`src/rtl/gpio3_pkg.sv`:
```
/*
 * Constants shared by the three-port general-purpose I/O block:
 * bus widths, port widths, register offsets and reset values.
 * Assumes an 8-bit register port with byte offsets as listed here.
 */
`default_nettype none
package gpio3_pkg;
	localparam int          ADDR_W     = 8;                 // Register address width
	localparam int          DATA_W     = 8;                 // Register data width
	localparam int          PA_W       = 4;                 // First port pin count
	localparam int          PB_W       = 6;                 // Second port pin count
	localparam int          PC_W       = 2;                 // Third port pin count
	localparam int          CH_W       = 3;                 // Converter channel code width

	// Register offsets
	localparam logic [7:0]  OFS_DATA_A = 8'h00;             // First port data latch
	localparam logic [7:0]  OFS_DATA_B = 8'h01;             // Second port data latch
	localparam logic [7:0]  OFS_DATA_C = 8'h02;             // Third port data latch
	localparam logic [7:0]  OFS_DIR_A  = 8'h04;             // First port direction
	localparam logic [7:0]  OFS_DIR_B  = 8'h05;             // Second port direction
	localparam logic [7:0]  OFS_DIR_C  = 8'h06;             // Third port direction
	localparam logic [7:0]  OFS_PUE_A  = 8'h0C;             // First port pull-up enable
	localparam logic [7:0]  OFS_PUE_C  = 8'h0E;             // Third port pull-up enable
	localparam logic [7:0]  OFS_KBIE   = 8'h10;             // Keyboard pin interrupt enables

	// Reset values
	localparam logic [PA_W-1:0] DIR_A_RST = 4'h0;           // All inputs
	localparam logic [PB_W-1:0] DIR_B_RST = 6'h00;          // All inputs
	localparam logic [PC_W-1:0] DIR_C_RST = 2'h0;           // All inputs
	localparam logic [PA_W-1:0] PUE_A_RST = 4'h0;           // Pull-ups off
	localparam logic [PC_W-1:0] PUE_C_RST = 2'h0;           // Pull-ups off
	localparam logic [PA_W-1:0] KBIE_RST  = 4'h0;           // Keyboard pins off
	localparam logic [7:0]      RD_IDLE   = 8'h00;          // Read data outside a read
endpackage : gpio3_pkg
`default_nettype wire

```
`src/rtl/gpio3_port.sv`:
```
/*
 * Three-port general-purpose I/O block: data latches, direction,
 * pull-up enables, keyboard pin enables and converter override.
 * Assumes a single-cycle register port and pin inputs that are
 * already synchronous to i_ref_clk.
 * Data latches are not reset, so a pin turned into an output before
 * its latch is written drives an unknown level.
 */
`default_nettype none
module gpio3_port
	import gpio3_pkg::*;
(
	input  wire logic                        i_ref_clk,     // System clock
	input  wire logic                        i_rst_n,       // Async reset, active low
	input  wire logic [gpio3_pkg::ADDR_W-1:0] i_addr,       // Register address
	input  wire logic [gpio3_pkg::DATA_W-1:0] i_wdata,      // Write data
	input  wire logic                        i_wr,          // Write strobe
	input  wire logic                        i_rd,          // Read strobe
	output logic      [gpio3_pkg::DATA_W-1:0] o_rdata,      // Read data, cycle after strobe
	input  wire logic [gpio3_pkg::PA_W-1:0]  i_pa_in,       // First port pin levels
	output logic      [gpio3_pkg::PA_W-1:0]  o_pa_out,      // First port drive value
	output logic      [gpio3_pkg::PA_W-1:0]  o_pa_oe,       // First port driver enable
	output logic      [gpio3_pkg::PA_W-1:0]  o_pa_pu,       // First port pull-up on
	output logic      [gpio3_pkg::PA_W-1:0]  o_keyboard_inputs, // Enabled keyboard levels
	input  wire logic [gpio3_pkg::PB_W-1:0]  i_pb_in,       // Second port pin levels
	output logic      [gpio3_pkg::PB_W-1:0]  o_pb_out,      // Second port drive value
	output logic      [gpio3_pkg::PB_W-1:0]  o_pb_oe,       // Second port driver enable
	output logic      [gpio3_pkg::PB_W-1:0]  o_converter_channel_inputs, // Analog select
	input  wire logic                        i_conv_sel_valid, // Converter channel active
	input  wire logic [gpio3_pkg::CH_W-1:0]  i_conv_sel,    // Converter channel code
	input  wire logic [gpio3_pkg::PC_W-1:0]  i_pc_in,       // Third port pin levels
	output logic      [gpio3_pkg::PC_W-1:0]  o_pc_out,      // Third port drive value
	output logic      [gpio3_pkg::PC_W-1:0]  o_pc_oe,       // Third port driver enable
	output logic      [gpio3_pkg::PC_W-1:0]  o_pc_pu        // Third port pull-up on
);
	import gpio3_pkg::*;

	// Register state
	logic [PA_W-1:0]   latch_a_r, latch_a_nxt;
	logic [PB_W-1:0]   latch_b_r, latch_b_nxt;
	logic [PC_W-1:0]   latch_c_r, latch_c_nxt;
	logic [PA_W-1:0]   dir_a_r, dir_a_nxt;
	logic [PB_W-1:0]   dir_b_r, dir_b_nxt;
	logic [PC_W-1:0]   dir_c_r, dir_c_nxt;
	logic [PA_W-1:0]   pue_a_r, pue_a_nxt;
	logic [PC_W-1:0]   pue_c_r, pue_c_nxt;
	logic [PA_W-1:0]   kbie_r, kbie_nxt;
	logic [DATA_W-1:0] rdata_r, rdata_nxt;

	// Pin-level derived terms
	logic [PA_W-1:0]   drv_a;
	logic [PB_W-1:0]   ovr_b;
	logic [PB_W-1:0]   drv_b;
	logic [PA_W-1:0]   view_a;
	logic [PB_W-1:0]   view_b;
	logic [PC_W-1:0]   view_c;

	// Converter channel decode; out-of-range codes select nothing
	// A spare code therefore hands every second-port pin back to software
	// converter pin override
	always_comb begin
		ovr_b = '0;
		for (int i = 0; i < PB_W; i++) begin
			if (i_conv_sel_valid && (int'(i_conv_sel) == i)) begin
				ovr_b[i] = 1'b1;
			end
		end
	end

	assign drv_a = dir_a_r & ~kbie_r;
	assign drv_b = dir_b_r & ~ovr_b;

	// A double select would release two pins and muddle the analog input
	a_conv_onehot: assert property (@(posedge i_ref_clk) disable iff (!i_rst_n)
		$onehot0(o_converter_channel_inputs)
		&& (i_conv_sel_valid || o_converter_channel_inputs == '0))
		else $error("converter select not one-hot");

	// Readback view: latch where the direction bit is set (second port: driven pins only), pin level otherwise
	// latch readback on outputs
	assign view_a = (dir_a_r & latch_a_r) | (~dir_a_r & i_pa_in);
	assign view_b = (drv_b & latch_b_r) | (~drv_b & i_pb_in);
	assign view_c = (dir_c_r & latch_c_r) | (~dir_c_r & i_pc_in);

	// Second port falls back to the pin wherever the converter owns it
	a_read_port_b: assert property (@(posedge i_ref_clk) disable iff (!i_rst_n)
		(i_rd && i_addr == OFS_DATA_B) |=>
		o_rdata == DATA_W'(($past(dir_b_r & ~o_converter_channel_inputs) & $past(latch_b_r))
			| (~$past(dir_b_r & ~o_converter_channel_inputs) & $past(i_pb_in))))
		else $error("second port read mismatch");

	// A converter-owned pin reads its level whatever its direction bit
	a_conv_pin_read: assert property (@(posedge i_ref_clk) disable iff (!i_rst_n)
		(i_rd && i_addr == OFS_DATA_B && i_conv_sel_valid && (int'(i_conv_sel) < PB_W)) |=>
		o_rdata[$past(i_conv_sel)] == $past(i_pb_in[i_conv_sel]))
		else $error("converter pin read not from pin");

	// Next values of the writable registers
	// writes land regardless of direction
	always_comb begin
		latch_a_nxt = latch_a_r;
		latch_b_nxt = latch_b_r;
		latch_c_nxt = latch_c_r;
		dir_a_nxt   = dir_a_r;
		dir_b_nxt   = dir_b_r;
		dir_c_nxt   = dir_c_r;
		pue_a_nxt   = pue_a_r;
		pue_c_nxt   = pue_c_r;
		kbie_nxt    = kbie_r;
		if (i_wr) begin
			unique case (i_addr)
				OFS_DATA_A: latch_a_nxt = i_wdata[PA_W-1:0];
				OFS_DATA_B: latch_b_nxt = i_wdata[PB_W-1:0];
				OFS_DATA_C: latch_c_nxt = i_wdata[PC_W-1:0];
				OFS_DIR_A:  dir_a_nxt   = i_wdata[PA_W-1:0];
				OFS_DIR_B:  dir_b_nxt   = i_wdata[PB_W-1:0];
				OFS_DIR_C:  dir_c_nxt   = i_wdata[PC_W-1:0];
				OFS_PUE_A:  pue_a_nxt   = i_wdata[PA_W-1:0];
				OFS_PUE_C:  pue_c_nxt   = i_wdata[PC_W-1:0];
				OFS_KBIE:   kbie_nxt    = i_wdata[PA_W-1:0];
				default:    ;
			endcase
		end
	end

	// Writes reach the drive value even while the pin is an input
	a_latch_write_a: assert property (@(posedge i_ref_clk) disable iff (!i_rst_n)
		(i_wr && i_addr == OFS_DATA_A) |=> o_pa_out == $past(i_wdata[PA_W-1:0]))
		else $error("first port latch write lost");
	a_latch_write_b: assert property (@(posedge i_ref_clk) disable iff (!i_rst_n)
		(i_wr && i_addr == OFS_DATA_B) |=> o_pb_out == $past(i_wdata[PB_W-1:0]))
		else $error("second port latch write lost");
	a_latch_write_c: assert property (@(posedge i_ref_clk) disable iff (!i_rst_n)
		(i_wr && i_addr == OFS_DATA_C) |=> o_pc_out == $past(i_wdata[PC_W-1:0]))
		else $error("third port latch write lost");

	// Read mux; unmapped offsets and idle cycles return zero
	// upper bits read zero
	always_comb begin
		rdata_nxt = RD_IDLE;
		if (i_rd) begin
			unique case (i_addr)
				OFS_DATA_A: rdata_nxt = DATA_W'(view_a);
				OFS_DATA_B: rdata_nxt = DATA_W'(view_b);
				OFS_DATA_C: rdata_nxt = DATA_W'(view_c);
				OFS_DIR_A:  rdata_nxt = DATA_W'(dir_a_r);
				OFS_DIR_B:  rdata_nxt = DATA_W'(dir_b_r);
				OFS_DIR_C:  rdata_nxt = DATA_W'(dir_c_r);
				OFS_PUE_A:  rdata_nxt = DATA_W'(pue_a_r);
				OFS_PUE_C:  rdata_nxt = DATA_W'(pue_c_r);
				OFS_KBIE:   rdata_nxt = DATA_W'(kbie_r);
				default:    rdata_nxt = RD_IDLE;
			endcase
		end
	end

	// Unused bits read zero so software need not mask them
	a_upper_zero_a: assert property (@(posedge i_ref_clk) disable iff (!i_rst_n)
		(i_rd && i_addr == OFS_PUE_A) |=> o_rdata[DATA_W-1:PA_W] == '0)
		else $error("first port pull-up upper bits not zero");
	a_upper_zero_b: assert property (@(posedge i_ref_clk) disable iff (!i_rst_n)
		(i_rd && i_addr == OFS_DIR_B) |=> o_rdata[DATA_W-1:PB_W] == '0)
		else $error("second port direction upper bits not zero");

	// Data latches have no reset on purpose; they power up unknown
	// Software must fill a latch before raising its direction bit
	// latches survive reset
	always_ff @(posedge i_ref_clk) begin
		latch_a_r <= latch_a_nxt;
		latch_b_r <= latch_b_nxt;
		latch_c_r <= latch_c_nxt;
	end

	// Control registers and read data
	// One cycle of read latency keeps the decode off the bus return path
	// directions cleared on reset
	always_ff @(posedge i_ref_clk or negedge i_rst_n) begin
		if (!i_rst_n) begin
			dir_a_r <= DIR_A_RST;
			dir_b_r <= DIR_B_RST;
			dir_c_r <= DIR_C_RST;
			pue_a_r <= PUE_A_RST;
			pue_c_r <= PUE_C_RST;
			kbie_r  <= KBIE_RST;
			rdata_r <= RD_IDLE;
		end else begin
			dir_a_r <= dir_a_nxt;
			dir_b_r <= dir_b_nxt;
			dir_c_r <= dir_c_nxt;
			pue_a_r <= pue_a_nxt;
			pue_c_r <= pue_c_nxt;
			kbie_r  <= kbie_nxt;
			rdata_r <= rdata_nxt;
		end
	end

	// Pin outputs; drive values come straight from the latches
	// pins of all three ports
	assign o_pa_out = latch_a_r;
	assign o_pa_oe  = drv_a;
	assign o_pb_out = latch_b_r;
	assign o_pb_oe  = drv_b;
	assign o_pc_out = latch_c_r;
	assign o_pc_oe  = dir_c_r;

	// A direction write takes the driver on the very next cycle unless a keyboard enable or converter select masks the pin
	a_dir_enable_a: assert property (@(posedge i_ref_clk) disable iff (!i_rst_n)
		(i_wr && i_addr == OFS_DIR_A && kbie_r == KBIE_RST) |=>
		o_pa_oe == $past(i_wdata[PA_W-1:0]))
		else $error("first port driver enable wrong");
	a_dir_enable_b: assert property (@(posedge i_ref_clk) disable iff (!i_rst_n)
		(i_wr && i_addr == OFS_DIR_B) |=>
		(i_conv_sel_valid || o_pb_oe == $past(i_wdata[PB_W-1:0])))
		else $error("second port driver enable wrong");

	// Reset leaves every pin a quiet input with no pull-up
	a_rst_quiet: assert property (@(posedge i_ref_clk)
		!i_rst_n |-> (o_pa_pu == '0 && o_pc_pu == '0 && o_keyboard_inputs == '0))
		else $error("pull-up or keyboard pin active in reset");

	// Pull-ups drop out automatically while a pin drives
	// pull-up only on inputs
	assign o_pa_pu = pue_a_r & ~drv_a;
	assign o_pc_pu = pue_c_r & ~dir_c_r;

	// Enables apply on the next cycle, masked only where a pin drives
	a_pue_a_apply: assert property (@(posedge i_ref_clk) disable iff (!i_rst_n)
		(i_wr && i_addr == OFS_PUE_A) |=>
		o_pa_pu == ($past(i_wdata[PA_W-1:0]) & ~o_pa_oe))
		else $error("first port pull-up enable not applied");
	a_dir_c_pu_drop: assert property (@(posedge i_ref_clk) disable iff (!i_rst_n)
		(i_wr && i_addr == OFS_DIR_C) |=>
		(o_pc_pu & $past(i_wdata[PC_W-1:0])) == '0)
		else $error("third port pull-up left on a driver");

	// Keyboard levels gated by enables; second port has no pull-ups
	// Readback ignores the keyboard enable, so software still sees its latch
	// keyboard enable routing
	assign o_keyboard_inputs          = kbie_r & i_pa_in;
	assign o_converter_channel_inputs = ovr_b;
	assign o_rdata                    = rdata_r;

	// Enabling a keyboard pin releases its driver on the next cycle
	a_kbd_release: assert property (@(posedge i_ref_clk) disable iff (!i_rst_n)
		(i_wr && i_addr == OFS_KBIE) |=>
		(o_pa_oe & $past(i_wdata[PA_W-1:0])) == '0)
		else $error("keyboard pin still driven");

	// Checks on the register port and pin control
	a_read_port_a: assert property (@(posedge i_ref_clk) disable iff (!i_rst_n)
		(i_rd && i_addr == OFS_DATA_A) |=>
		o_rdata == DATA_W'(($past(dir_a_r) & $past(latch_a_r))
			| (~$past(dir_a_r) & $past(i_pa_in))))
		else $error("first port read mismatch");

	a_read_pin_c: assert property (@(posedge i_ref_clk) disable iff (!i_rst_n)
		(i_rd && i_addr == OFS_DATA_C && dir_c_r == DIR_C_RST) |=>
		o_rdata == DATA_W'($past(i_pc_in)))
		else $error("third port input read mismatch");

	a_write_keeps_pin: assert property (@(posedge i_ref_clk) disable iff (!i_rst_n)
		(i_wr && i_addr == OFS_DATA_B) ##1 (i_rd && i_addr == OFS_DATA_B) |=>
		o_rdata == DATA_W'(($past(i_wdata, 2) & $past(drv_b))
			| (~$past(drv_b) & $past(i_pb_in))))
		else $error("second port write/read mismatch");

	a_dir_enable: assert property (@(posedge i_ref_clk) disable iff (!i_rst_n)
		(i_wr && i_addr == OFS_DIR_C) |=> o_pc_oe == $past(i_wdata[PC_W-1:0]))
		else $error("third port driver enable wrong");

	a_reset_inputs: assert property (@(posedge i_ref_clk)
		!i_rst_n |-> (o_pa_oe == '0 && o_pb_oe == '0 && o_pc_oe == '0))
		else $error("driver enabled during reset");

	a_pullup_off: assert property (@(posedge i_ref_clk) disable iff (!i_rst_n)
		((o_pa_pu & o_pa_oe) == '0) && ((o_pc_pu & o_pc_oe) == '0))
		else $error("pull-up on a driving pin");

	a_pullup_on: assert property (@(posedge i_ref_clk) disable iff (!i_rst_n)
		(i_wr && i_addr == OFS_PUE_C && dir_c_r == DIR_C_RST) |=>
		o_pc_pu == $past(i_wdata[PC_W-1:0]))
		else $error("pull-up enable not applied");

	a_conv_override: assert property (@(posedge i_ref_clk) disable iff (!i_rst_n)
		i_conv_sel_valid && (int'(i_conv_sel) < PB_W) |->
		o_pb_oe[i_conv_sel] == 1'b0 && o_converter_channel_inputs[i_conv_sel])
		else $error("converter pin still driven");

	a_conv_digital: assert property (@(posedge i_ref_clk) disable iff (!i_rst_n)
		!i_conv_sel_valid |-> o_pb_oe == dir_b_r)
		else $error("second port drive altered without channel");

	a_upper_zero: assert property (@(posedge i_ref_clk) disable iff (!i_rst_n)
		(i_rd && i_addr == OFS_DIR_C) |=> o_rdata[DATA_W-1:PC_W] == '0)
		else $error("unused bits not zero");

	a_kbd_input: assert property (@(posedge i_ref_clk) disable iff (!i_rst_n)
		o_keyboard_inputs == (kbie_r & i_pa_in) && (o_pa_oe & kbie_r) == '0)
		else $error("keyboard pin not an input");

	a_idle_zero: assert property (@(posedge i_ref_clk) disable iff (!i_rst_n)
		!i_rd |=> o_rdata == RD_IDLE)
		else $error("read data outside read cycle");

	// Main scenarios
	c_out_readback: cover property (@(posedge i_ref_clk) disable iff (!i_rst_n)
		(i_wr && i_addr == OFS_DIR_A && i_wdata[0]) ##1 (i_rd && i_addr == OFS_DATA_A));
	c_conv_select: cover property (@(posedge i_ref_clk) disable iff (!i_rst_n)
		i_conv_sel_valid && dir_b_r != DIR_B_RST);
	c_pullup_act: cover property (@(posedge i_ref_clk) disable iff (!i_rst_n)
		o_pa_pu != '0 ##1 o_pa_pu == '0);
	c_back_to_back: cover property (@(posedge i_ref_clk) disable iff (!i_rst_n)
		(i_wr && i_addr == OFS_DATA_B) ##1 (i_rd && i_addr == OFS_DATA_B));
	c_kbd_forced: cover property (@(posedge i_ref_clk) disable iff (!i_rst_n)
		(kbie_r & dir_a_r) != '0);
endmodule : gpio3_port
`default_nettype wire

```
`config.mk`:
```
export PLATFORM = sky130hd
export DESIGN_NAME = gpio3_port
export DESIGN_NICKNAME = d
export VERILOG_FILES = /design/src/rtl/gpio3_pkg.sv /design/src/rtl/gpio3_port.sv
export SDC_FILE = /design/constraint.sdc
export NUM_CORES = 1
export LEC_CHECK = 0
export ABC_AREA = 1
export BUFFER_PORTS_ARGS = -buffer_cell sky130_fd_sc_hd__buf_2
export CAP_MARGIN = 25
export CORE_ASPECT_RATIO = 0.75
export CORE_MARGIN = 4
export CORE_UTILIZATION = 49
export DETAILED_ROUTE_END_ITERATION = 12
export PLACE_DENSITY = 0.79
export SYNTH_ARGS = -nofsm -noshare
export SYNTH_HDL_FRONTEND = slang
export SYNTH_SLANG_ARGS = --single-unit
```
`constraint.sdc`:
```
create_clock -name i_ref_clk -period 1.28 [get_ports i_ref_clk]
set_clock_uncertainty 0.15 [all_clocks]
set_input_delay 0.064 -clock i_ref_clk [delete_from_list [all_inputs] [get_ports i_ref_clk]]
set_output_delay 0.064 -clock i_ref_clk [all_outputs]
set_load 0.01 [all_outputs]
```
==> flow_summary.yaml, run 1 <==
drt:
  drtIter0Drc: 184
  drc: 0
  via_per_inst: 4.87
  top_layer_used: "met4"
  dr.pass1.iters: 4
  post_drt_wl_per_cell_um: 13.5
  wl_met1_um: 2930
  via_count: 2403
  met3_length_um: 648
  dr_wl_met2_um: 3020
  antenna_left: 0
  wl_um: 6660
clock_tree:
  clk_latency_ns: 0.29
  htreeDepth: 2
  cts_sinks: 40
  cts_tree: "yes"
  clk_path_buf_depth: 2
  clk_pin_slew_ns: 0.08
  cts_buffers: 5
  clockRootBuffer: "clkbuf_8"
status:
  status: "finished with violations"
  failed_checks: "negative setup slack"
power_and_ir_drop:
  leakage_uw: 0.00184
  ir_worst_vdd_uv: 697
  power_frac_comb: 0.151
  swShare: 0.254
  internal_power_uw: 2120
  switching_power_uw: 722
  p_seq_frac: 0.488
  powerDensity_nw_per_um2: 890
  power.share.clock: 0.361
  p_total_uw: 2840
critical_path:
  crit_chain: "inv_2 > nor2_2 > nor2_1 > buf_2"
  crit_end: "o_pa_pu[3]"
  cp-start-kind: "flop"
  crit_family: "flip-flops"
  crit_required_ns: 1.07
  r2r_cells: 8
  critPathLaunch: "dir_a_r[3]$_DFFE_PN0P_"
  cp_num_buf_inv: 2
  crit-reg2reg-capture: "o_rdata[1]$_DFF_PN0_"
  crit_type: "reg2out"
  crit_slowest_cell: "dfrtp_1"
  r2r-start: "o_pc_oe[1]$_DFFE_PN0P_"
  cp_max_fo: 3
  rrSetupSlack_ns: 0.02
  crit_cells: 4
  arrival_ns: 1.07
  cp-end-kind: "primary output"
  cpPeakStageDelay_ns: 0.42
synth:
  yosys-top-cells-area: "dfrtp_1 31%, edfxtp_1 16%, nand2_1 15%"
  synth_top_family_by_area: "simple AND/OR/NAND/NOR gates"
  synthesis.area_sq_um: 2300
  yosys.cell_types.count: 24
  postSynthCellCount: 316
  seq_area_frac_synth: 0.462
  synth-compound-area-share: 0.0834
  synth.area.mux_share: 0
  synthAdderAreaFrac: 0
  synth_xor_xnor_area_share: 0
  synth_area_per_cell_sq_um: 7.27
  synth_warnings: 0
  synth_top_area_cell: "dfrtp_1"
  ys_ff_latch: 40
  yosysTopAreaCellShare: 0.305
  synthSimpleGateAreaFrac: 0.334
min_path:
  hp-class: "in2async"
timing:
  period_share: 1.01
  slew_violations: 0
  rsz0062_at_grt: "yes"
  fin_crit_ns: 1.29
  hold_viol: 0
  finalSetupViolCount: 2
  fmax_mhz: 777
  worst_slack_ns: -0.00702
global_routing:
  antenna_found_initial: 0
  grt_use_total: 0.233
  grt_max_degree: 17
  grt_pass1_wl_um: 10500
  gr-total-overflow: 0
  grt_pass1_vias: 2286
place:
  gp_congestion: 0.900
  post-dp-hpwl_um: 5060
  io_buffers: 79
  place_area_sq_um: 2880
job:
  drv_cap: 0
floorplan:
  dieArea_sq_um: 5860
  start_util: 0.511
  die_h_um: 67.3
  io_pins: 84
  die_x_um: 87.0
  num_rows: 21
  core_area_sq_um: 4490
cells_and_area:
  syn2layout_area_growth_pct: 39.0
  n_fill_cell: 374
  drive_above_1_share: 0.339
  final_cell_area_sq_um: 3190
  diodes: 0
  final_util: 0.710
  final_nets: 471
==> kinds of logic after synthesis <==
family	count (synthesis)
AND/OR/NAND/NOR	178
buffers and inverters	64
flip-flops	40
AO/OA/AOI/OAI	33
other	1
==> power by group through the flow <==
stage | clock network (uW) | registers [uW] | logic (uW)
global route | 1080 | 1390 | 480
detailed placement | 0 | 1410 | 362
global placement | 0 | 1410 | 352
CTS | 1030 | 1380 | 398
finish | 1020 | 1390 | 430
floorplan | 0 | 1400 | 176
==> layout by cell type, fill, tap and decap left out, drive strengths merged, types with 2 or more instances in the layout <==
cell type / count
dfrtp: 28
a21oi: 2
inv: 59
clkbuf: 6
nand3: 34
o21ai: 28
nand2: 96
edfxtp: 12
dlygate4sd3: 11
nand3b: 3
nor2: 45
conb: 2
buf: 105
==> layout make-up <==
type	instances	area [sq um]	area share
inverters	59	224	0.0702
flip-flops and latches	40	1060	0.332
well taps	57	71.3	0.0223
multi-input cells	213	1000	0.314
repair buffers	116	727	0.228
clock buffers	6	72.6	0.0227
clock inverters	2	35.0	0.0110
==> Yosys cell counts <==
master    number
a21boi_0       1
a21oi_1        1
a21oi_2        1
a22oi_1        1
buf_4          2
buf_6          3
conb_1         1
dfrtp_1       28
edfxtp_1      12
inv_1         57
inv_2          1
inv_4          1
nand2_1       90
nand2_2        6
nand3_1       32
nand3_2        2
nand3b_1       3
nor2_1        41
nor2_2         2
nor2_4         2
o21ai_0       20
o21ai_1        4
o21ai_2        4
o21bai_1       1
==> how the worst min path moves through the flow <==
stage                                        end  slack (ns)  cells after the start    start
after floorplan           dir_a_r[0]$_DFFE_PN0P_       -0.38                      0  i_rst_n
after global placement      o_rdata[1]$_DFF_PN0_       -0.16                      1  i_rst_n
after detailed placement    o_rdata[1]$_DFF_PN0_       -0.15                      1  i_rst_n
after CTS                 dir_a_r[2]$_DFFE_PN0P_        0.05                      3     i_wr
after global routing      dir_a_r[2]$_DFFE_PN0P_        0.09                      3     i_wr
final                       o_rdata[1]$_DFF_PN0_        0.06                      2  i_rst_n
==> stage by stage <==
step | setup TNS (ns) | setup WS (ns) | hold slack [ns] | cells
floorplan | 0 | 0.0633 | -0.382 | 317
global placement | -0.291 | -0.0346 | -0.159 | 468
detailed placement | -0.813 | -0.0518 | -0.151 | 468
CTS | 0 | 0.000870 | 0.0485 | 489
global route | -0.366 | -0.0729 | 0.0862 | 493
finish | -0.0118 | -0.00702 | 0.0564 | 493
==> flip-flops by register name (all words and copies together) (netlist names), 4 cells and up <==
signal / cells
dir_a_r: 4
dir_b_r: 6
kbie_r: 4
o_pa_out: 4
o_pb_out: 6
o_rdata: 6
pue_a_r: 4
==> repair_timing <==
item	CTS	global route
setup buffers	2	4
setup endpoints to repair	7	15
hold buffers	11	0
gates cloned	0	0
pin swaps	0	9
hold endpoints to repair	57	0
gates resized for setup	5	20
==> routing by layer <==
layer | up-vias | GRT usage
met5 | - | 0
met3 | 6 | 0.0415
met4 | 0 | 0.0623
li1 | 1208 | -
met1 | 1084 | 0.324
met2 | 105 | 0.379
==> worst register-to-register path: stages (launching register included) <==
cell	delay (ns)
dfrtp_1	0.42
nand2_1	0.07
o21ai_0	0.11
nand3_1	0.10
nand2_1	0.05
nor2_1	0.09
nand3_1	0.07
nand2_1	0.06
inv_1	0.04
No activity file was read; power rests on OpenSTA's default activity.
==> run 2: changes to the inputs <==
- PLACE_DENSITY: 0.79 -> default
- PLACE_DENSITY_LB_ADDON: default -> 0.05
==> flow_summary.yaml, run 2 (same netlist as run 1, synthesis figures left out) <==
clock_tree:
  clk_latency_ns: 0.30
  clockRootBuffer: "clkbuf_8"
  cts_buffers: 5
  cts_tree: "yes"
  cts_sinks: 40
  clk_path_buf_depth: 2
  htreeDepth: 2
  clk_pin_slew_ns: 0.08
global_routing:
  grt_use_total: 0.229
  use_met2: 0.356
  antenna_found_initial: 0
  grt_max_degree: 20
  grt_pass1_vias: 2231
  top_usage_layer: "met2"
  met3_usage: 0.0451
  grt_pass1_wl_um: 10200
  use_met1: 0.319
  gr-total-overflow: 0
cells_and_area:
  final_cell_mix: "88 x nand2_1, 79 x buf_2, 53 x inv_1"
  drive_above_1_share: 0.334
  syn2layout_area_growth_pct: 37.8
  final_util: 0.704
  instances_no_fill: 491
  final_nets: 469
  final_common_cell: "nand2_1"
  diodes: 0
drt:
  via_count: 2415
  via_per_inst: 4.92
  antenna_left: 0
  wl_um: 6470
  post_drt_wl_per_cell_um: 13.2
  drtIter0Drc: 174
  drc: 0
  dr.pass1.iters: 5
min_path:
  hp-class: "in2reg"
  hold_start: "i_pb_in[1]"
critical_path:
  arrival_ns: 1.10
  cp-start-kind: "flop"
  crit_type: "reg2out"
  cp-end-kind: "primary output"
  r2r_cells: 7
  r2r-start: "o_pc_oe[1]$_DFFE_PN0P_"
  crit_end: "o_pc_pu[1]"
  crit-reg2reg-capture: "o_rdata[1]$_DFF_PN0_"
  crit_required_ns: 1.07
  critPathLaunch: "o_pc_oe[1]$_DFFE_PN0P_"
  cp_max_fo: 4
  rrSetupSlack_ns: 0.01
timing:
  rsz0062_at_grt: "yes"
  fmax_mhz: 764
  period_share: 1.02
  slew_violations: 0
  worst_slack_ns: -0.0294
  fin_crit_ns: 1.31
  finalSetupViolCount: 1
  hold_viol: 0
power_and_ir_drop:
  leakage_uw: 0.00182
  ir_worst_vdd_uv: 644
  powerDensity_nw_per_um2: 897
floorplan:
  die_x_um: 87.0
  num_rows: 21
  dieArea_sq_um: 5860
  start_util: 0.511
  core_area_sq_um: 4490
  io_pins: 84
  die_h_um: 67.3
place:
  io_buffers: 79
  gp_congestion: 0.879
  post-dp-hpwl_um: 4980
  dpl.cell_count: 464
job:
  drv_cap: 0
status:
  status: "finished with violations"
  failed_checks: "negative setup slack"
==> run 2: cell types whose count changed in the layout (fill, tap and decap cells not counted), moves of 2 or more <==
| cell | previous run | this run |
|---|---|---|
| buf_6 | 3 | 0 |
| dlygate4sd3_1 | 11 | 9 |
| inv_1 | 51 | 53 |
| inv_2 | 7 | 5 |
==> run 2: area by class of cell <==
cell class                 instances  area [sq um]
clock buffer                       5          68.8
clock inverter                     3          42.5
fill                             382          1330
inverter                          59           224
multi-input combinational        213           990
sequential                        40          1060
tap                               57          71.3
timing repair buffer             114           706
==> run 2: how the worst min path moves through the flow <==
stage	endpoint	cells after the start	slack [ns]
after floorplan	dir_a_r[0]$_DFFE_PN0P_	0	-0.38
after CTS	o_rdata[5]$_DFF_PN0_	5	0.008
after global placement	o_rdata[0]$_DFF_PN0_	1	-0.16
after global routing	o_rdata[5]$_DFF_PN0_	5	0.04
final	o_rdata[1]$_DFF_PN0_	7	0.01
after detailed placement	o_rdata[0]$_DFF_PN0_	1	-0.16
==> run 2: through the flow <==
stage / hold slack, ns / cell area [sq um] / power (uW) / setup slack [ns] / setup TNS (ns)
3_3_place_gp: -0.160 / 2860 / 1760 / -0.0754 / -0.422
5_1_grt: 0.0401 / 3160 / 2970 / -0.109 / -0.600
2_1_floorplan: -0.382 / 2300 / 1580 / 0.0633 / 0
4_1_cts: 0.00774 / 3090 / 2830 / 0.00105 / 0
3_5_place_dp: -0.161 / 2860 / 1770 / -0.0713 / -0.810
6_report: 0.0121 / 3160 / 2840 / -0.0294 / -0.0294
==> run 2: worst max-delay path, cell delays in order (launching register included) <==
cell and delay (ns):
dfrtp_1 0.43, buf_4 0.16, nor2_2 0.08, buf_2 0.13
==> run 2: timing repair <==
action                                  in CTS  in global routing
pin swaps                                    2                  8
buffers inserted                             3                  7
endpoints found under the hold margin       56                  0
hold buffers                                 9                  0
resized for setup                            4                 14
endpoints found under the setup margin       6                 14
==> run 2: layer usage <==
metal	share of wire	routed length [um]	vias to the layer above
met3	0.074	479	10
met5	0	0	-
met4	0.014	93	0
met1	0.46	2970	1104
li1	-	-	1206
met2	0.45	2930	95
==> run 2: where the power goes <==
| part | internal (uW) | total [uW] | switching (uW) |
|---|---|---|---|
| Sequential | 1350 | 1390 | 35.7 |
| Clock | 578 | 1040 | 463 |
| Combinational | 178 | 410 | 231 |
